`config.mk`:
```
export PLATFORM = sky130hd
export DESIGN_NAME = acsh_datapath
export DESIGN_NICKNAME = d
export VERILOG_FILES = /design/src/hw/acsh_pkg.sv /design/src/hw/acsh_fifo.sv /design/src/hw/acsh_datapath.sv
export VERILOG_INCLUDE_DIRS = /design/src /design/src/hw
export SDC_FILE = /design/constraint.sdc
export NUM_CORES = 1
export LEC_CHECK = 0
export ABC_AREA = 1
export BUFFER_PORTS_ARGS = -buffer_cell sky130_fd_sc_hd__buf_2
export CORE_MARGIN = 2
export CORE_UTILIZATION = 40
export DETAILED_ROUTE_END_ITERATION = 10
export GPL_TIMING_DRIVEN = 1
export PLACE_DENSITY = 0.68
export SETUP_SLACK_MARGIN = 0.15
export SLEW_MARGIN = 20
export SYNTH_ARGS = -nofsm -noshare
export SYNTH_HDL_FRONTEND = slang
export SYNTH_SLANG_ARGS = --single-unit
```
`constraint.sdc`:
```
create_clock -name i_sys_clk -period 3 [get_ports i_sys_clk]
set_clock_uncertainty 0.15 [all_clocks]
set_input_delay 0.15 -clock i_sys_clk [delete_from_list [all_inputs] [get_ports i_sys_clk]]
set_output_delay 0.15 -clock i_sys_clk [all_outputs]
set_load 0.02 [all_outputs]
```
`src/hw/acsh_cfg.svh`:
```
// Purpose: Constants for the accumulator shuffle and table move datapath.
// Assumes: Included by bare name from every file that needs a figure.
// Notes:   Definitions only; no logic lives here.
`ifndef ACSH_CFG_SVH
`define ACSH_CFG_SVH

// Operation codes presented on the command port.
`define ACSH_OP_SHUFFLE 2'h0
`define ACSH_OP_MOVE 2'h1
`define ACSH_OP_COPY 2'h2

// Largest word count a table move accepts.
`define ACSH_MOVE_MAX_CNT 32'h0000_0040

// Digit geometry of the shuffle.
`define ACSH_NUM_DIGITS 8
`define ACSH_DIGIT_BITS 4

// Default sizes.
`define ACSH_ADDR_BITS 16
`define ACSH_DATA_BITS 16
`define ACSH_FIFO_DEPTH 8

// Read space select values.
`define ACSH_SPACE_WORD 1'b0
`define ACSH_SPACE_PROG 1'b1

`endif

```
`src/hw/acsh_pkg.sv`:
```
// Purpose: Shared types of the accumulator shuffle and table move datapath.
// Assumes: Nothing is imported; users write acsh_pkg::name.
// Notes:   Numbers live in acsh_cfg.svh, types live here.
`default_nettype none
package acsh_pkg;

  // One-hot sequencer states.
  typedef enum logic [2:0] {
    ACSH_ST_IDLE = 3'b001,
    ACSH_ST_XFER = 3'b010,
    ACSH_ST_DONE = 3'b100
  } acsh_state_type;

endpackage
`default_nettype wire

```
`src/hw/acsh_fifo.sv`:
```
// Purpose: Word FIFO between the memory read side and the write side.
// Assumes: Single clock, asynchronous active-low reset.
// Notes:   Read data leave from a register; total occupancy never exceeds DEPTH.
`default_nettype none
module acsh_fifo #(
  parameter int WIDTH = 16,
  parameter int DEPTH = 8
) (
  input wire logic i_sys_clk,
  input wire logic i_arst_n,
  input wire logic i_in_valid,
  output logic o_in_ready,
  input wire logic [WIDTH-1:0] i_in_data,
  output logic o_out_valid,
  input wire logic i_out_ready,
  output logic [WIDTH-1:0] o_out_data
);
  localparam int PW = (DEPTH > 1) ? $clog2(DEPTH) : 1;
  localparam int CW = $clog2(DEPTH + 1);

  logic [WIDTH-1:0] mem_r [DEPTH];
  logic [PW-1:0] wr_ptr_r;
  logic [PW-1:0] rd_ptr_r;
  logic [CW-1:0] mem_cnt_r;
  logic out_valid_r;
  logic [WIDTH-1:0] out_data_r;
  wire logic push_w;
  wire logic load_w;
  wire logic [CW:0] total_w;

  // Occupancy counts the output register too, so full is honest.
  assign total_w = {1'b0, mem_cnt_r} + {{CW{1'b0}}, out_valid_r};
  assign o_in_ready = total_w < (CW+1)'(DEPTH);
  assign push_w = i_in_valid && o_in_ready;
  assign load_w = (mem_cnt_r != '0) && (!out_valid_r || i_out_ready);
  assign o_out_valid = out_valid_r;
  assign o_out_data = out_data_r;

  // Storage array; written only on a push, never reset.
  always_ff @(posedge i_sys_clk) begin
    if (push_w) begin
      mem_r[wr_ptr_r] <= i_in_data;
    end
  end

  // Pointers, count and the registered output stage.
  always_ff @(posedge i_sys_clk or negedge i_arst_n) begin
    if (!i_arst_n) begin
      wr_ptr_r <= '0;
      rd_ptr_r <= '0;
      mem_cnt_r <= '0;
      out_valid_r <= 1'b0;
      out_data_r <= '0;
    end else begin
      if (push_w) begin
        wr_ptr_r <= (wr_ptr_r == PW'(DEPTH - 1)) ? '0 : wr_ptr_r + 1'b1;
      end
      if (load_w) begin
        rd_ptr_r <= (rd_ptr_r == PW'(DEPTH - 1)) ? '0 : rd_ptr_r + 1'b1;
        out_data_r <= mem_r[rd_ptr_r];
      end
      mem_cnt_r <= mem_cnt_r + CW'(push_w) - CW'(load_w);
      if (load_w) begin
        out_valid_r <= 1'b1;
      end else if (i_out_ready) begin
        out_valid_r <= 1'b0;
      end
    end
  end
endmodule // acsh_fifo
`default_nettype wire

```
`src/hw/acsh_datapath.sv`:
```
// Purpose: Executes digit shuffle, table move and label-to-word-memory copy.
// Assumes: Operands are presented with a valid/ready handshake; memories answer reads later.
// Notes:   One read is outstanding at a time; words pass through a FIFO to the write port.
`include "acsh_cfg.svh"
`default_nettype none
module acsh_datapath #(
  parameter int AW = `ACSH_ADDR_BITS,
  parameter int DW = `ACSH_DATA_BITS,
  parameter int FIFO_DEPTH = `ACSH_FIFO_DEPTH
) (
  input wire logic i_sys_clk,
  input wire logic i_arst_n,
  input wire logic i_op_valid,
  output logic o_op_ready,
  input wire logic [1:0] i_op_code,
  input wire logic [31:0] i_acc,
  input wire logic [31:0] i_stk1,
  input wire logic [31:0] i_stk2,
  input wire logic [AW-1:0] i_operand,
  output logic [31:0] o_acc_result,
  output logic o_done,
  output logic o_range_flag,
  output logic o_rd_valid,
  input wire logic i_rd_ready,
  output logic o_rd_space,
  output logic [AW-1:0] o_rd_addr,
  input wire logic i_rd_data_valid,
  input wire logic [DW-1:0] i_rd_data,
  output logic o_wr_valid,
  input wire logic i_wr_ready,
  output logic [AW-1:0] o_wr_addr,
  output logic [DW-1:0] o_wr_data
);
  localparam int ND = `ACSH_NUM_DIGITS;
  localparam int DB = `ACSH_DIGIT_BITS;

  acsh_pkg::acsh_state_type state_r;
  acsh_pkg::acsh_state_type state_nxt;
  logic [AW-1:0] rd_addr_r;
  logic [AW-1:0] wr_addr_r;
  logic [31:0] cnt_r;
  logic [31:0] rd_cnt_r;
  logic [31:0] wr_cnt_r;
  logic rd_pend_r;
  logic space_r;
  logic [31:0] acc_result_r;
  logic range_r;

  wire logic accept_w;
  wire logic is_shuf_w;
  wire logic is_move_w;
  wire logic is_copy_w;
  wire logic move_bad_w;
  wire logic [AW-1:0] copy_src_w;
  wire logic [AW-1:0] copy_dst_w;
  wire logic [31:0] shuf_word_w;
  wire logic rd_take_w;
  wire logic wr_take_w;
  wire logic xfer_end_w;
  wire logic fifo_in_ready_w;
  wire logic fifo_in_valid_w;

  // Command decode.
  assign accept_w = i_op_valid && o_op_ready;
  assign is_shuf_w = i_op_code == `ACSH_OP_SHUFFLE;
  assign is_move_w = i_op_code == `ACSH_OP_MOVE;
  assign is_copy_w = i_op_code == `ACSH_OP_COPY;
  // A count above the limit, or a source the address space cannot reach, is refused.
  assign move_bad_w = (i_stk1 > `ACSH_MOVE_MAX_CNT) || ((i_acc >> AW) != 32'h0000_0000);
  // The same offset moves both the label source and the destination block.
  assign copy_src_w = i_acc[AW-1:0] + i_stk1[AW-1:0];
  assign copy_dst_w = i_operand + i_stk1[AW-1:0];

  // Per result position, scan source positions upward so the higher duplicate overwrites.
  genvar gj;
  generate
    for (gj = 0; gj < ND; gj++) begin : g_dig
      logic [DB-1:0] dig_v;
      always_comb begin
        dig_v = '0;
        for (int i = 0; i < ND; i++) begin
          if (i_acc[DB*i +: DB] == DB'(gj + 1)) begin
            dig_v = i_stk1[DB*i +: DB];
          end
        end
      end
      assign shuf_word_w[DB*gj +: DB] = dig_v;
    end
  endgenerate

  // Transfer handshakes; a read is issued only when the FIFO can surely take its answer.
  assign o_rd_valid = (state_r == acsh_pkg::ACSH_ST_XFER) && !rd_pend_r && (rd_cnt_r != cnt_r) && fifo_in_ready_w;
  assign rd_take_w = o_rd_valid && i_rd_ready;
  assign fifo_in_valid_w = i_rd_data_valid && rd_pend_r;
  assign wr_take_w = o_wr_valid && i_wr_ready;
  assign xfer_end_w = wr_cnt_r == cnt_r;
  assign o_rd_addr = rd_addr_r;
  assign o_rd_space = space_r;
  assign o_wr_addr = wr_addr_r;
  assign o_op_ready = state_r == acsh_pkg::ACSH_ST_IDLE;
  assign o_done = state_r == acsh_pkg::ACSH_ST_DONE;
  assign o_acc_result = acc_result_r;
  assign o_range_flag = range_r;

  // Sequencer next state.
  always_comb begin
    state_nxt = state_r;
    case (state_r)
      acsh_pkg::ACSH_ST_IDLE: begin
        if (accept_w) begin
          if ((is_move_w && !move_bad_w) || is_copy_w) begin
            state_nxt = acsh_pkg::ACSH_ST_XFER;
          end else begin
            state_nxt = acsh_pkg::ACSH_ST_DONE;
          end
        end
      end
      acsh_pkg::ACSH_ST_XFER: begin
        if (xfer_end_w) begin
          state_nxt = acsh_pkg::ACSH_ST_DONE;
        end
      end
      acsh_pkg::ACSH_ST_DONE: begin
        state_nxt = acsh_pkg::ACSH_ST_IDLE;
      end
      default: begin
        state_nxt = acsh_pkg::ACSH_ST_IDLE;
      end
    endcase
  end

  // Operand capture on acceptance.
  always_ff @(posedge i_sys_clk or negedge i_arst_n) begin
    if (!i_arst_n) begin
      state_r <= acsh_pkg::ACSH_ST_IDLE;
      acc_result_r <= 32'h0000_0000;
      range_r <= 1'b0;
      space_r <= `ACSH_SPACE_WORD;
      cnt_r <= 32'h0000_0000;
    end else begin
      state_r <= state_nxt;
      if (accept_w) begin
        range_r <= is_move_w && move_bad_w;
        if (is_shuf_w) begin
          acc_result_r <= shuf_word_w;
        end
        space_r <= is_copy_w ? `ACSH_SPACE_PROG : `ACSH_SPACE_WORD;
        cnt_r <= is_copy_w ? i_stk2 : i_stk1;
      end
    end
  end

  // Address and progress counters of a transfer.
  always_ff @(posedge i_sys_clk or negedge i_arst_n) begin
    if (!i_arst_n) begin
      rd_addr_r <= '0;
      wr_addr_r <= '0;
      rd_cnt_r <= 32'h0000_0000;
      wr_cnt_r <= 32'h0000_0000;
      rd_pend_r <= 1'b0;
    end else if (accept_w) begin
      rd_addr_r <= is_copy_w ? copy_src_w : i_acc[AW-1:0];
      wr_addr_r <= is_copy_w ? copy_dst_w : i_operand;
      rd_cnt_r <= 32'h0000_0000;
      wr_cnt_r <= 32'h0000_0000;
      rd_pend_r <= 1'b0;
    end else begin
      if (rd_take_w) begin
        rd_addr_r <= rd_addr_r + 1'b1;
        rd_cnt_r <= rd_cnt_r + 32'h0000_0001;
        rd_pend_r <= 1'b1;
      end else if (fifo_in_valid_w) begin
        rd_pend_r <= 1'b0;
      end
      if (wr_take_w) begin
        wr_addr_r <= wr_addr_r + 1'b1;
        wr_cnt_r <= wr_cnt_r + 32'h0000_0001;
      end
    end
  end

  // Read answers queue here so a slow write side stalls further reads.
  acsh_fifo #(
    .WIDTH(DW),
    .DEPTH(FIFO_DEPTH)
  ) u_fifo (
    .i_sys_clk(i_sys_clk),
    .i_arst_n(i_arst_n),
    .i_in_valid(fifo_in_valid_w),
    .o_in_ready(fifo_in_ready_w),
    .i_in_data(i_rd_data),
    .o_out_valid(o_wr_valid),
    .i_out_ready(i_wr_ready),
    .o_out_data(o_wr_data)
  );
endmodule // acsh_datapath
`default_nettype wire

```
==> impl_summary.log, run 1 <==
[metrics] run status: completed
[metrics] shortest clock period the worst path allows after layout: roughly 2.8 ns
[metrics] clock transition at the registers of the reported paths: about 0.06 ns
[metrics] Critical Path Stages: 11
[metrics] placeable core region: approximately 0.052 mm²
[metrics] Critical Path, Cell by Cell: dlygate4sd3_1 -> buf_2 -> inv_1 -> nand4_1 -> nor2_1 -> and3_1 -> nand2_1 -> nand3_1 -> dlygate4sd3_1 -> o21ai_0 -> dlygate4sd3_1
[metrics] GP Congestion: ~0.96
[metrics] maximum resistive drop on vdd: ~0.00046 V
[metrics] fill count: between 5000 and 6000
[metrics] clock buffers created by TritonCTS: 38
[metrics] Die Y-Extent: between 200 and 250 µm
[metrics] number of placed I/O pins: 222
[metrics] most used standard cell by instance count after synthesis: sky130_fd_sc_hd__nand2_1
[metrics] Port Buf Inserts: between 200 and 250
[metrics] Slew Limit Headroom: 0.428
[metrics] Leak: 11.9 nW
[metrics] largest net degree at the start of global routing: 80
[metrics] share of cells above drive strength 1: 0.111
[metrics] portion of the post-synthesis area used by sequential elements: 0.409
[metrics] buffers inserted during post-CTS setup optimization: 0
[metrics] post-synth design cell area: between 0.02 and 0.025 mm²
[metrics] commonest register cell after synthesis: sky130_fd_sc_hd__dfrtp_1
[metrics] number of global-route vias before repair: roughly 20000
[metrics] clock insertion delay at the later pin of the skew report: 0.58 ns
[metrics] DIE AREA: about 0.055 mm²
[metrics] CP delay by family, top: buffers and inverters
[metrics] CTS H-tree lvls: 2
[metrics] starting density of the core: 0.404
[metrics] DP Wirelength: roughly 52 mm
[metrics] number of antenna violations at the first check in global routing: 4
[metrics] worst setup path category: in2reg
[metrics] library cells used by synthesis: 52
[metrics] Routed wire per std cell: between 15 and 20 µm
[metrics] Post-Synthesis Net Count: between 3000 and 4000
[metrics] Hold Slack: 0.0122 ns
[metrics] Total GRT Usage: 0.263
[metrics] aggregate routed wire length: between 70 and 80 mm
[metrics] Synth async-reset ratio: 0.601
[metrics] critical path endpoint: o_range_flag$_DFFE_PN0P_
[metrics] CTS tree: yes
[metrics] vias per std cell: 5.32
[metrics] number of DRC markers after the initial detailed-route iteration: approximately 1700
[metrics] number of synthesized register bits: 321
[metrics] Worst-Margin Slew: about 0.86 ns
[metrics] capturing element type of the critical path: flip-flop
[metrics] RSZ-0062 raised after global routing: no
[metrics] remaining routing DRC violations: 0
[metrics] share of the clock period used by the worst path after layout: 0.923
[metrics] number of sinks driven by the clock tree: roughly 320
[metrics] Yosys warnings: 0
[metrics] register-to-register setup slack: about 0.24 ns
[metrics] Area growth syn-to-layout: 21.1%
[metrics] sum of negative setup slack: 0 ns
[metrics] wire length of the first global-routing pass: 112 mm
[metrics] number of pins exceeding their max-slew limit in the final report: 0
[metrics] P per Cell Area: 691 mW/mm²
[metrics] antenna viol nets, final: 0
[metrics] launch instance of the worst min-delay path: i_acc[10]
[metrics] Worst Path Arrival: 3.07 ns
[metrics] worst-case reg-to-reg path depth: 8
[metrics] fraction of post-synthesis cell area in the top cell type by area: 0.227
[metrics] launching point of the worst reg2reg path: state_r[0]$_DFFE_PN1P_
[metrics] required time of the worst setup path: between 3 and 4 ns
[metrics] timing startpoint of the critical path: i_stk1[31]
[metrics] total of endpoints with negative setup slack in the final report: 0
[metrics] Bufs and invs on worst path: 5
[metrics] global route overflow: 0
[metrics] Area contributors post-synth: sky130_fd_sc_hd__dfrtp_1, sky130_fd_sc_hd__edfxtp_1, sky130_fd_sc_hd__nand2_1
[metrics] HP Class: in2reg
[metrics] total count of hold-check failures in the final report: 0
[metrics] Post-synth top cells: sky130_fd_sc_hd__nand2_1, sky130_fd_sc_hd__inv_1, sky130_fd_sc_hd__nor2_1, sky130_fd_sc_hd__o21ai_0, sky130_fd_sc_hd__dfrtp_1
[metrics] Clock Root Buffer: sky130_fd_sc_hd__clkbuf_16
[metrics] number of enable-type register cells in the synthesized netlist: roughly 130
[metrics] most prevalent standard cell on the critical path: sky130_fd_sc_hd__dlygate4sd3_1
[metrics] horizontal die dimension: between 200 and 250 µm
[metrics] worst flop-to-flop path endpoint: cnt_r[22]$_DFFE_PN0P_
[metrics] syn_area_per_cell: between 7 and 8 µm²
[metrics] power consumption: between 15 and 20 mW
[metrics] maximum fanout along the worst path: 8
[metrics] delay of the slowest critical-path stage: approximately 0.56 ns
[metrics] total number of vias: between 20000 and 25000
[metrics] highest clock rate: ~360 MHz
[metrics] first-pass iteration count of the detailed router: 6
[metrics] Crit-path slowest cell: sky130_fd_sc_hd__dlygate4sd3_1
[metrics] category of the worst setup path launch point: input port
[metrics] gate count of the mapped netlist: around 3000
[metrics] post-layout net count: 3475
[metrics] cell accounting for the most synthesized area: sky130_fd_sc_hd__dfrtp_1
[metrics] row count: 84
[metrics] clk buf depth: 3
[metrics] maxcap violations: 0
[power by group]
part / internal [mW] / switching [mW] / total (mW)
registers: 5.43 / 1.04 / 6.47
logic: 2.42 / 4.17 / 6.58
clock network: 2.68 / 2.02 / 4.70
[cells in the final DEF (no fill, tap or decap), types with 7 or more instances in the layout]
cell / Yosys / layout
sky130_fd_sc_hd__edfxtp_1: 128 / 128
sky130_fd_sc_hd__o221ai_1: 22 / 22
sky130_fd_sc_hd__o21bai_1: 7 / 7
sky130_fd_sc_hd__nor3_1: 55 / 54
sky130_fd_sc_hd__nand2_1: 829 / 829
sky130_fd_sc_hd__o211ai_1: 20 / 20
sky130_fd_sc_hd__or2_2: 20 / 20
sky130_fd_sc_hd__ha_1: 45 / 45
sky130_fd_sc_hd__nor2_1: 345 / 343
sky130_fd_sc_hd__dfrtp_1: 192 / 192
sky130_fd_sc_hd__nor3_2: 7 / 8
sky130_fd_sc_hd__clkbuf_1: 56 / 9
sky130_fd_sc_hd__xor2_1: 77 / 77
sky130_fd_sc_hd__nand4_1: 52 / 52
sky130_fd_sc_hd__nand3_1: 190 / 190
sky130_fd_sc_hd__inv_1: 357 / 357
sky130_fd_sc_hd__buf_4: 4 / 30
sky130_fd_sc_hd__a21oi_1: 92 / 92
sky130_fd_sc_hd__inv_2: 8 / 7
sky130_fd_sc_hd__o22ai_1: 49 / 49
sky130_fd_sc_hd__clkbuf_16: 0 / 38
sky130_fd_sc_hd__buf_2: 31 / 220
sky130_fd_sc_hd__o21ai_0: 265 / 265
sky130_fd_sc_hd__dlygate4sd3_1: 0 / 136
sky130_fd_sc_hd__xnor2_1: 36 / 36
[metrics by stage]
step | setup slack, ns | util | area, µm² | cells
CTS | 0.182 | 0.489 | 25600 | 4009
floorplan | 0.347 | - | 21200 | 2959
finish | 0.232 | 0.490 | 25700 | 4012
global placement | 0.533 | 0.439 | 23000 | 3802
detailed placement | 0.531 | 0.439 | 23000 | 3802
global route | 0.154 | 0.490 | 25700 | 4012
[registers in the layout (all words and copies together) (netlist names)]
name,cells
cnt_r,32
u_fifo.o_out_data,16
state_r,3
u_fifo.o_out_valid,1
o_acc_result,32
o_wr_addr,16
u_fifo.mem_r,128
rd_pend_r,1
u_fifo.wr_ptr_r,3
u_fifo.rd_ptr_r,3
o_rd_space,1
o_range_flag,1
u_fifo.mem_cnt_r,4
wr_cnt_r,32
o_rd_addr,16
rd_cnt_r,32
[worst reg2reg max path: stages, from the launching register on]
cell and delay (ns):
sky130_fd_sc_hd__dfstp_2 0.55, sky130_fd_sc_hd__nand2_1 0.07, sky130_fd_sc_hd__nor2_2 0.11, sky130_fd_sc_hd__nand2_2 0.18
sky130_fd_sc_hd__nor2_4 0.15, sky130_fd_sc_hd__inv_2 0.33, sky130_fd_sc_hd__nor2_1 0.41, sky130_fd_sc_hd__nor2_1 0.11
sky130_fd_sc_hd__dlygate4sd3_1 0.58
[cell type report]
type	count	area, µm²	share of cell area
Timing Repair Buffer	390	2770	0.108
Antenna cell	3	7.51	0.000292
Clock buffer	52	1050	0.0410
Tap cell	688	861	0.0335
Inverter	367	1380	0.0539
Multi-Input combinational cell	2173	10700	0.418
Sequential cell	321	8670	0.338
Clock inverter	18	196	0.00765
[worst min-delay path by stage]
stage                                            to  slack [ns]  cells past startpoint
after floorplan                cnt_r[0]$_DFFE_PN0P_       -0.30                      0
after global placement    o_rd_addr[13]$_DFFE_PN0P_      -0.007                      1
after detailed placement  o_rd_addr[13]$_DFFE_PN0P_     -0.0007                      1
after CTS                     cnt_r[13]$_DFFE_PN0P_       0.004                      3
after global routing          cnt_r[13]$_DFFE_PN0P_        0.04                      3
final                     o_rd_addr[10]$_DFFE_PN0P_        0.01                      7
[logic make-up after synthesis]
kind of cell | share of synthesized area
AND/OR/NAND/NOR | 0.300
AO/OA/AOI/OAI | 0.128
buffers and inverters | 0.0860
flip-flops | 0.409
XOR/XNOR | 0.0467
adder cells (fa/ha/maj) | 0.0294
[routing by layer]
layer  global-route usage  vias to the layer above  wire [µm]
met3               0.0439                      190       5450
met2                0.436                      881      34100
met1                0.344                     9910      30500
li1                     -                    10400          -
met5                    0                        -         13
met4                0.101                        2       2650
[what timing repair did]
item / in CTS / in global routing
pin swaps: 0 / 0
setup endpoints to repair: 1 / 5
hold buffers: 137 / 0
cloned: 0 / 0
hold endpoints to repair: 415 / 0
resized for setup: 1 / 8
No activity file was read; power rests on OpenSTA's default activity.
==> inputs of run 2 (changes only) <==
- CORE_MARGIN: 2 -> 8
==> run 2 against run 1 <==
Net effect:
- setup slack better by 0.010 ns
- critical path type unchanged
- total power rose by 1.7%
- clock power is 6.2% higher
- sequential power shrank 0.8%
- via count shrank 0.22%
- hold slack worse by 0.0090 ns
- cell count down 0.27%
- first-iteration DRC count rose by 19%
==> impl_summary.log, run 2 (same netlist as run 1, synthesis figures left out) <==
[metrics] clock insertion delay at the later pin of the skew report: ~0.57 ns
[metrics] Worst Setup Slack post-DPL: 0.483 ns
[metrics] sum of negative setup slack: 0 ns
[metrics] Slew Limit Headroom: 0.532
[metrics] total number of vias: 21300
[metrics] power consumption: between 15 and 20 mW
[metrics] Non-Filler Instances: around 4000
[metrics] worst setup path category: in2reg
[metrics] buffers inserted during post-CTS setup optimization: 0
[metrics] Die Y-Extent: 246 µm
[metrics] run status: completed
[metrics] Largest Register: u_fifo.mem_r
[metrics] DIE AREA: 0.0606 mm²
[metrics] max FFs per register: 128
[metrics] post-layout util: 0.490
[metrics] capturing element type of the critical path: flip-flop
[metrics] GP Congestion: ~0.97
[metrics] Routed wire per std cell: 18.1 µm
[metrics] final instance area: around 0.026 mm²
[metrics] DP Wirelength: ~53 mm
[metrics] first-pass iteration count of the detailed router: 6
[metrics] wire length of the first global-routing pass: roughly 110 mm
[metrics] worst-case reg-to-reg path depth: 9
[metrics] fin worst setup slack: ~0.24 ns
[metrics] highest-count cells in the layout ignoring fill and taps: sky130_fd_sc_hd__nand2_1, sky130_fd_sc_hd__inv_1, sky130_fd_sc_hd__nor2_1
[metrics] clock transition at the registers of the reported paths: approximately 0.05 ns
[metrics] number of pins exceeding their max-slew limit in the final report: 0
[metrics] post-layout net count: 3466
[metrics] total of endpoints with negative setup slack in the final report: 0
[metrics] maximum resistive drop on vdd: roughly 0.00063 V
[metrics] most prevalent standard cell on the critical path: sky130_fd_sc_hd__dlygate4sd3_1
[metrics] vias per std cell: around 5.3
[metrics] Area growth syn-to-layout: 21.1%
[metrics] P per Cell Area: roughly 700 mW/mm²
[metrics] horizontal die dimension: between 200 and 250 µm
[metrics] CP delay by family, top: buffers and inverters
[metrics] placeable core region: about 0.052 mm²
[metrics] share of cells above drive strength 1: 0.111
[metrics] delay of the slowest critical-path stage: roughly 0.56 ns
[metrics] total count of hold-check failures in the final report: 0
[metrics] shortest clock period the worst path allows after layout: roughly 2.8 ns
[metrics] starting density of the core: 0.404
[metrics] maxcap violations: 0
[metrics] Critical Path, Cell by Cell: dlygate4sd3_1 -> buf_2 -> nor2_1 -> inv_1 -> nor3_1 -> nand4_1 -> nor2_2 -> nand2_1 -> nand3_1 -> dlygate4sd3_1 -> o21ai_0 -> dlygate4sd3_1
[metrics] Critical Path Stages: 12
[metrics] remaining routing DRC violations: 0
[metrics] aggregate routed wire length: 72.4 mm
[metrics] highest clock rate: around 360 MHz
[metrics] number of placed I/O pins: ~220
[metrics] Crit-path slowest cell: sky130_fd_sc_hd__dlygate4sd3_1
[metrics] row count: 84
[metrics] Cell Count Post-Placement: ~3800
[metrics] Worst Path Arrival: approximately 3.1 ns
[metrics] Bufs and invs on worst path: 5
[metrics] CTS tree: yes
[metrics] antenna viol nets, final: 0
[metrics] Total GRT Usage: 0.235
[metrics] number of DRC markers after the initial detailed-route iteration: just over 2000
[metrics] Port Buf Inserts: approximately 220
[metrics] CTS H-tree lvls: 2
[metrics] required time of the worst setup path: between 3 and 4 ns
[metrics] Leak: between 10 and 15 nW
[metrics] global route overflow: 0
[metrics] number of global-route vias before repair: roughly 21000
[metrics] largest net degree at the start of global routing: 80
[metrics] number of sinks driven by the clock tree: between 300 and 400
[metrics] category of the worst setup path launch point: input port
[metrics] HP Class: in2async
[metrics] Hold Slack: roughly 0.0032 ns
[metrics] Post-Place Cell Area: roughly 0.023 mm²
[metrics] clock buffers created by TritonCTS: 38
[metrics] Worst-Margin Slew: between 0.6 and 0.7 ns
[metrics] share of the clock period used by the worst path after layout: 0.919
[metrics] clk buf depth: 3
[metrics] maximum fanout along the worst path: 5
[metrics] Clock Root Buffer: sky130_fd_sc_hd__clkbuf_16
[metrics] RSZ-0062 raised after global routing: yes
[metrics] number of antenna violations at the first check in global routing: 4
[metrics] most common cell after layout, fill and taps aside: sky130_fd_sc_hd__nand2_1
[run 2: worst register-to-register path, cell delays in order (launching register included)]
cell and delay (ns):
sky130_fd_sc_hd__dfstp_2 0.54, sky130_fd_sc_hd__nand2_1 0.06, sky130_fd_sc_hd__nor2_2 0.13, sky130_fd_sc_hd__nand2_2 0.22
sky130_fd_sc_hd__nor3_2 0.18, sky130_fd_sc_hd__buf_4 0.20, sky130_fd_sc_hd__inv_4 0.21, sky130_fd_sc_hd__a21oi_1 0.20
sky130_fd_sc_hd__a21boi_0 0.11, sky130_fd_sc_hd__dlygate4sd3_1 0.57
[run 2: final cells by class]
| class | count | area [µm²] |
|---|---|---|
| diodes | 3 | 7.51 |
| clock buffers | 50 | 1030 |
| clock inverters | 18 | 313 |
| fillers | 5103 | 26800 |
| inverters | 367 | 1390 |
| multi-input cells | 2173 | 10700 |
| flip-flops and latches | 321 | 8670 |
| well taps | 688 | 861 |
| repair buffers | 381 | 2680 |
[run 2: worst paths after layout]
check	startpoint	endpoint	slack, ns
min in group i_sys_clk	i_acc[12]	o_rd_addr[12]$_DFFE_PN0P_	0.02
worst max register to register	state_r[0]$_DFFE_PN1P_	o_acc_result[14]$_DFFE_PN0P_	0.31
worst min-delay path	i_arst_n	o_rd_addr[11]$_DFFE_PN0P_	0.003
worst min register to register	u_fifo.o_out_data[4]$_DFFE_PN0P_	u_fifo.o_out_data[4]$_DFFE_PN0P_	0.32
worst max-delay path	i_acc[28]	o_range_flag$_DFFE_PN0P_	0.24
max in group asynchronous	i_arst_n	o_acc_result[12]$_DFFE_PN0P_	1.77
[run 2: timing repair]
action,in CTS,in global routing
hold buffers,126,0
gates resized for setup,1,9
endpoints found under the hold margin,386,0
setup endpoints to repair,1,18
[run 2: metal layers]
layer,wire length [µm],vias up,GRT usage
li1,-,10400,-
met1,30100,9912,0.300
met2,34300,852,0.393
met3,5290,191,0.0413
met4,2750,2,0.0901
met5,13,-,0
[run 2: power breakdown]
group	internal (mW)	total [mW]	leakage, nW	switching, mW
Combinational	2.45	6.65	7.62	4.20
Sequential	5.43	6.42	3.58	0.989
Clock	3.05	4.99	0.647	1.95
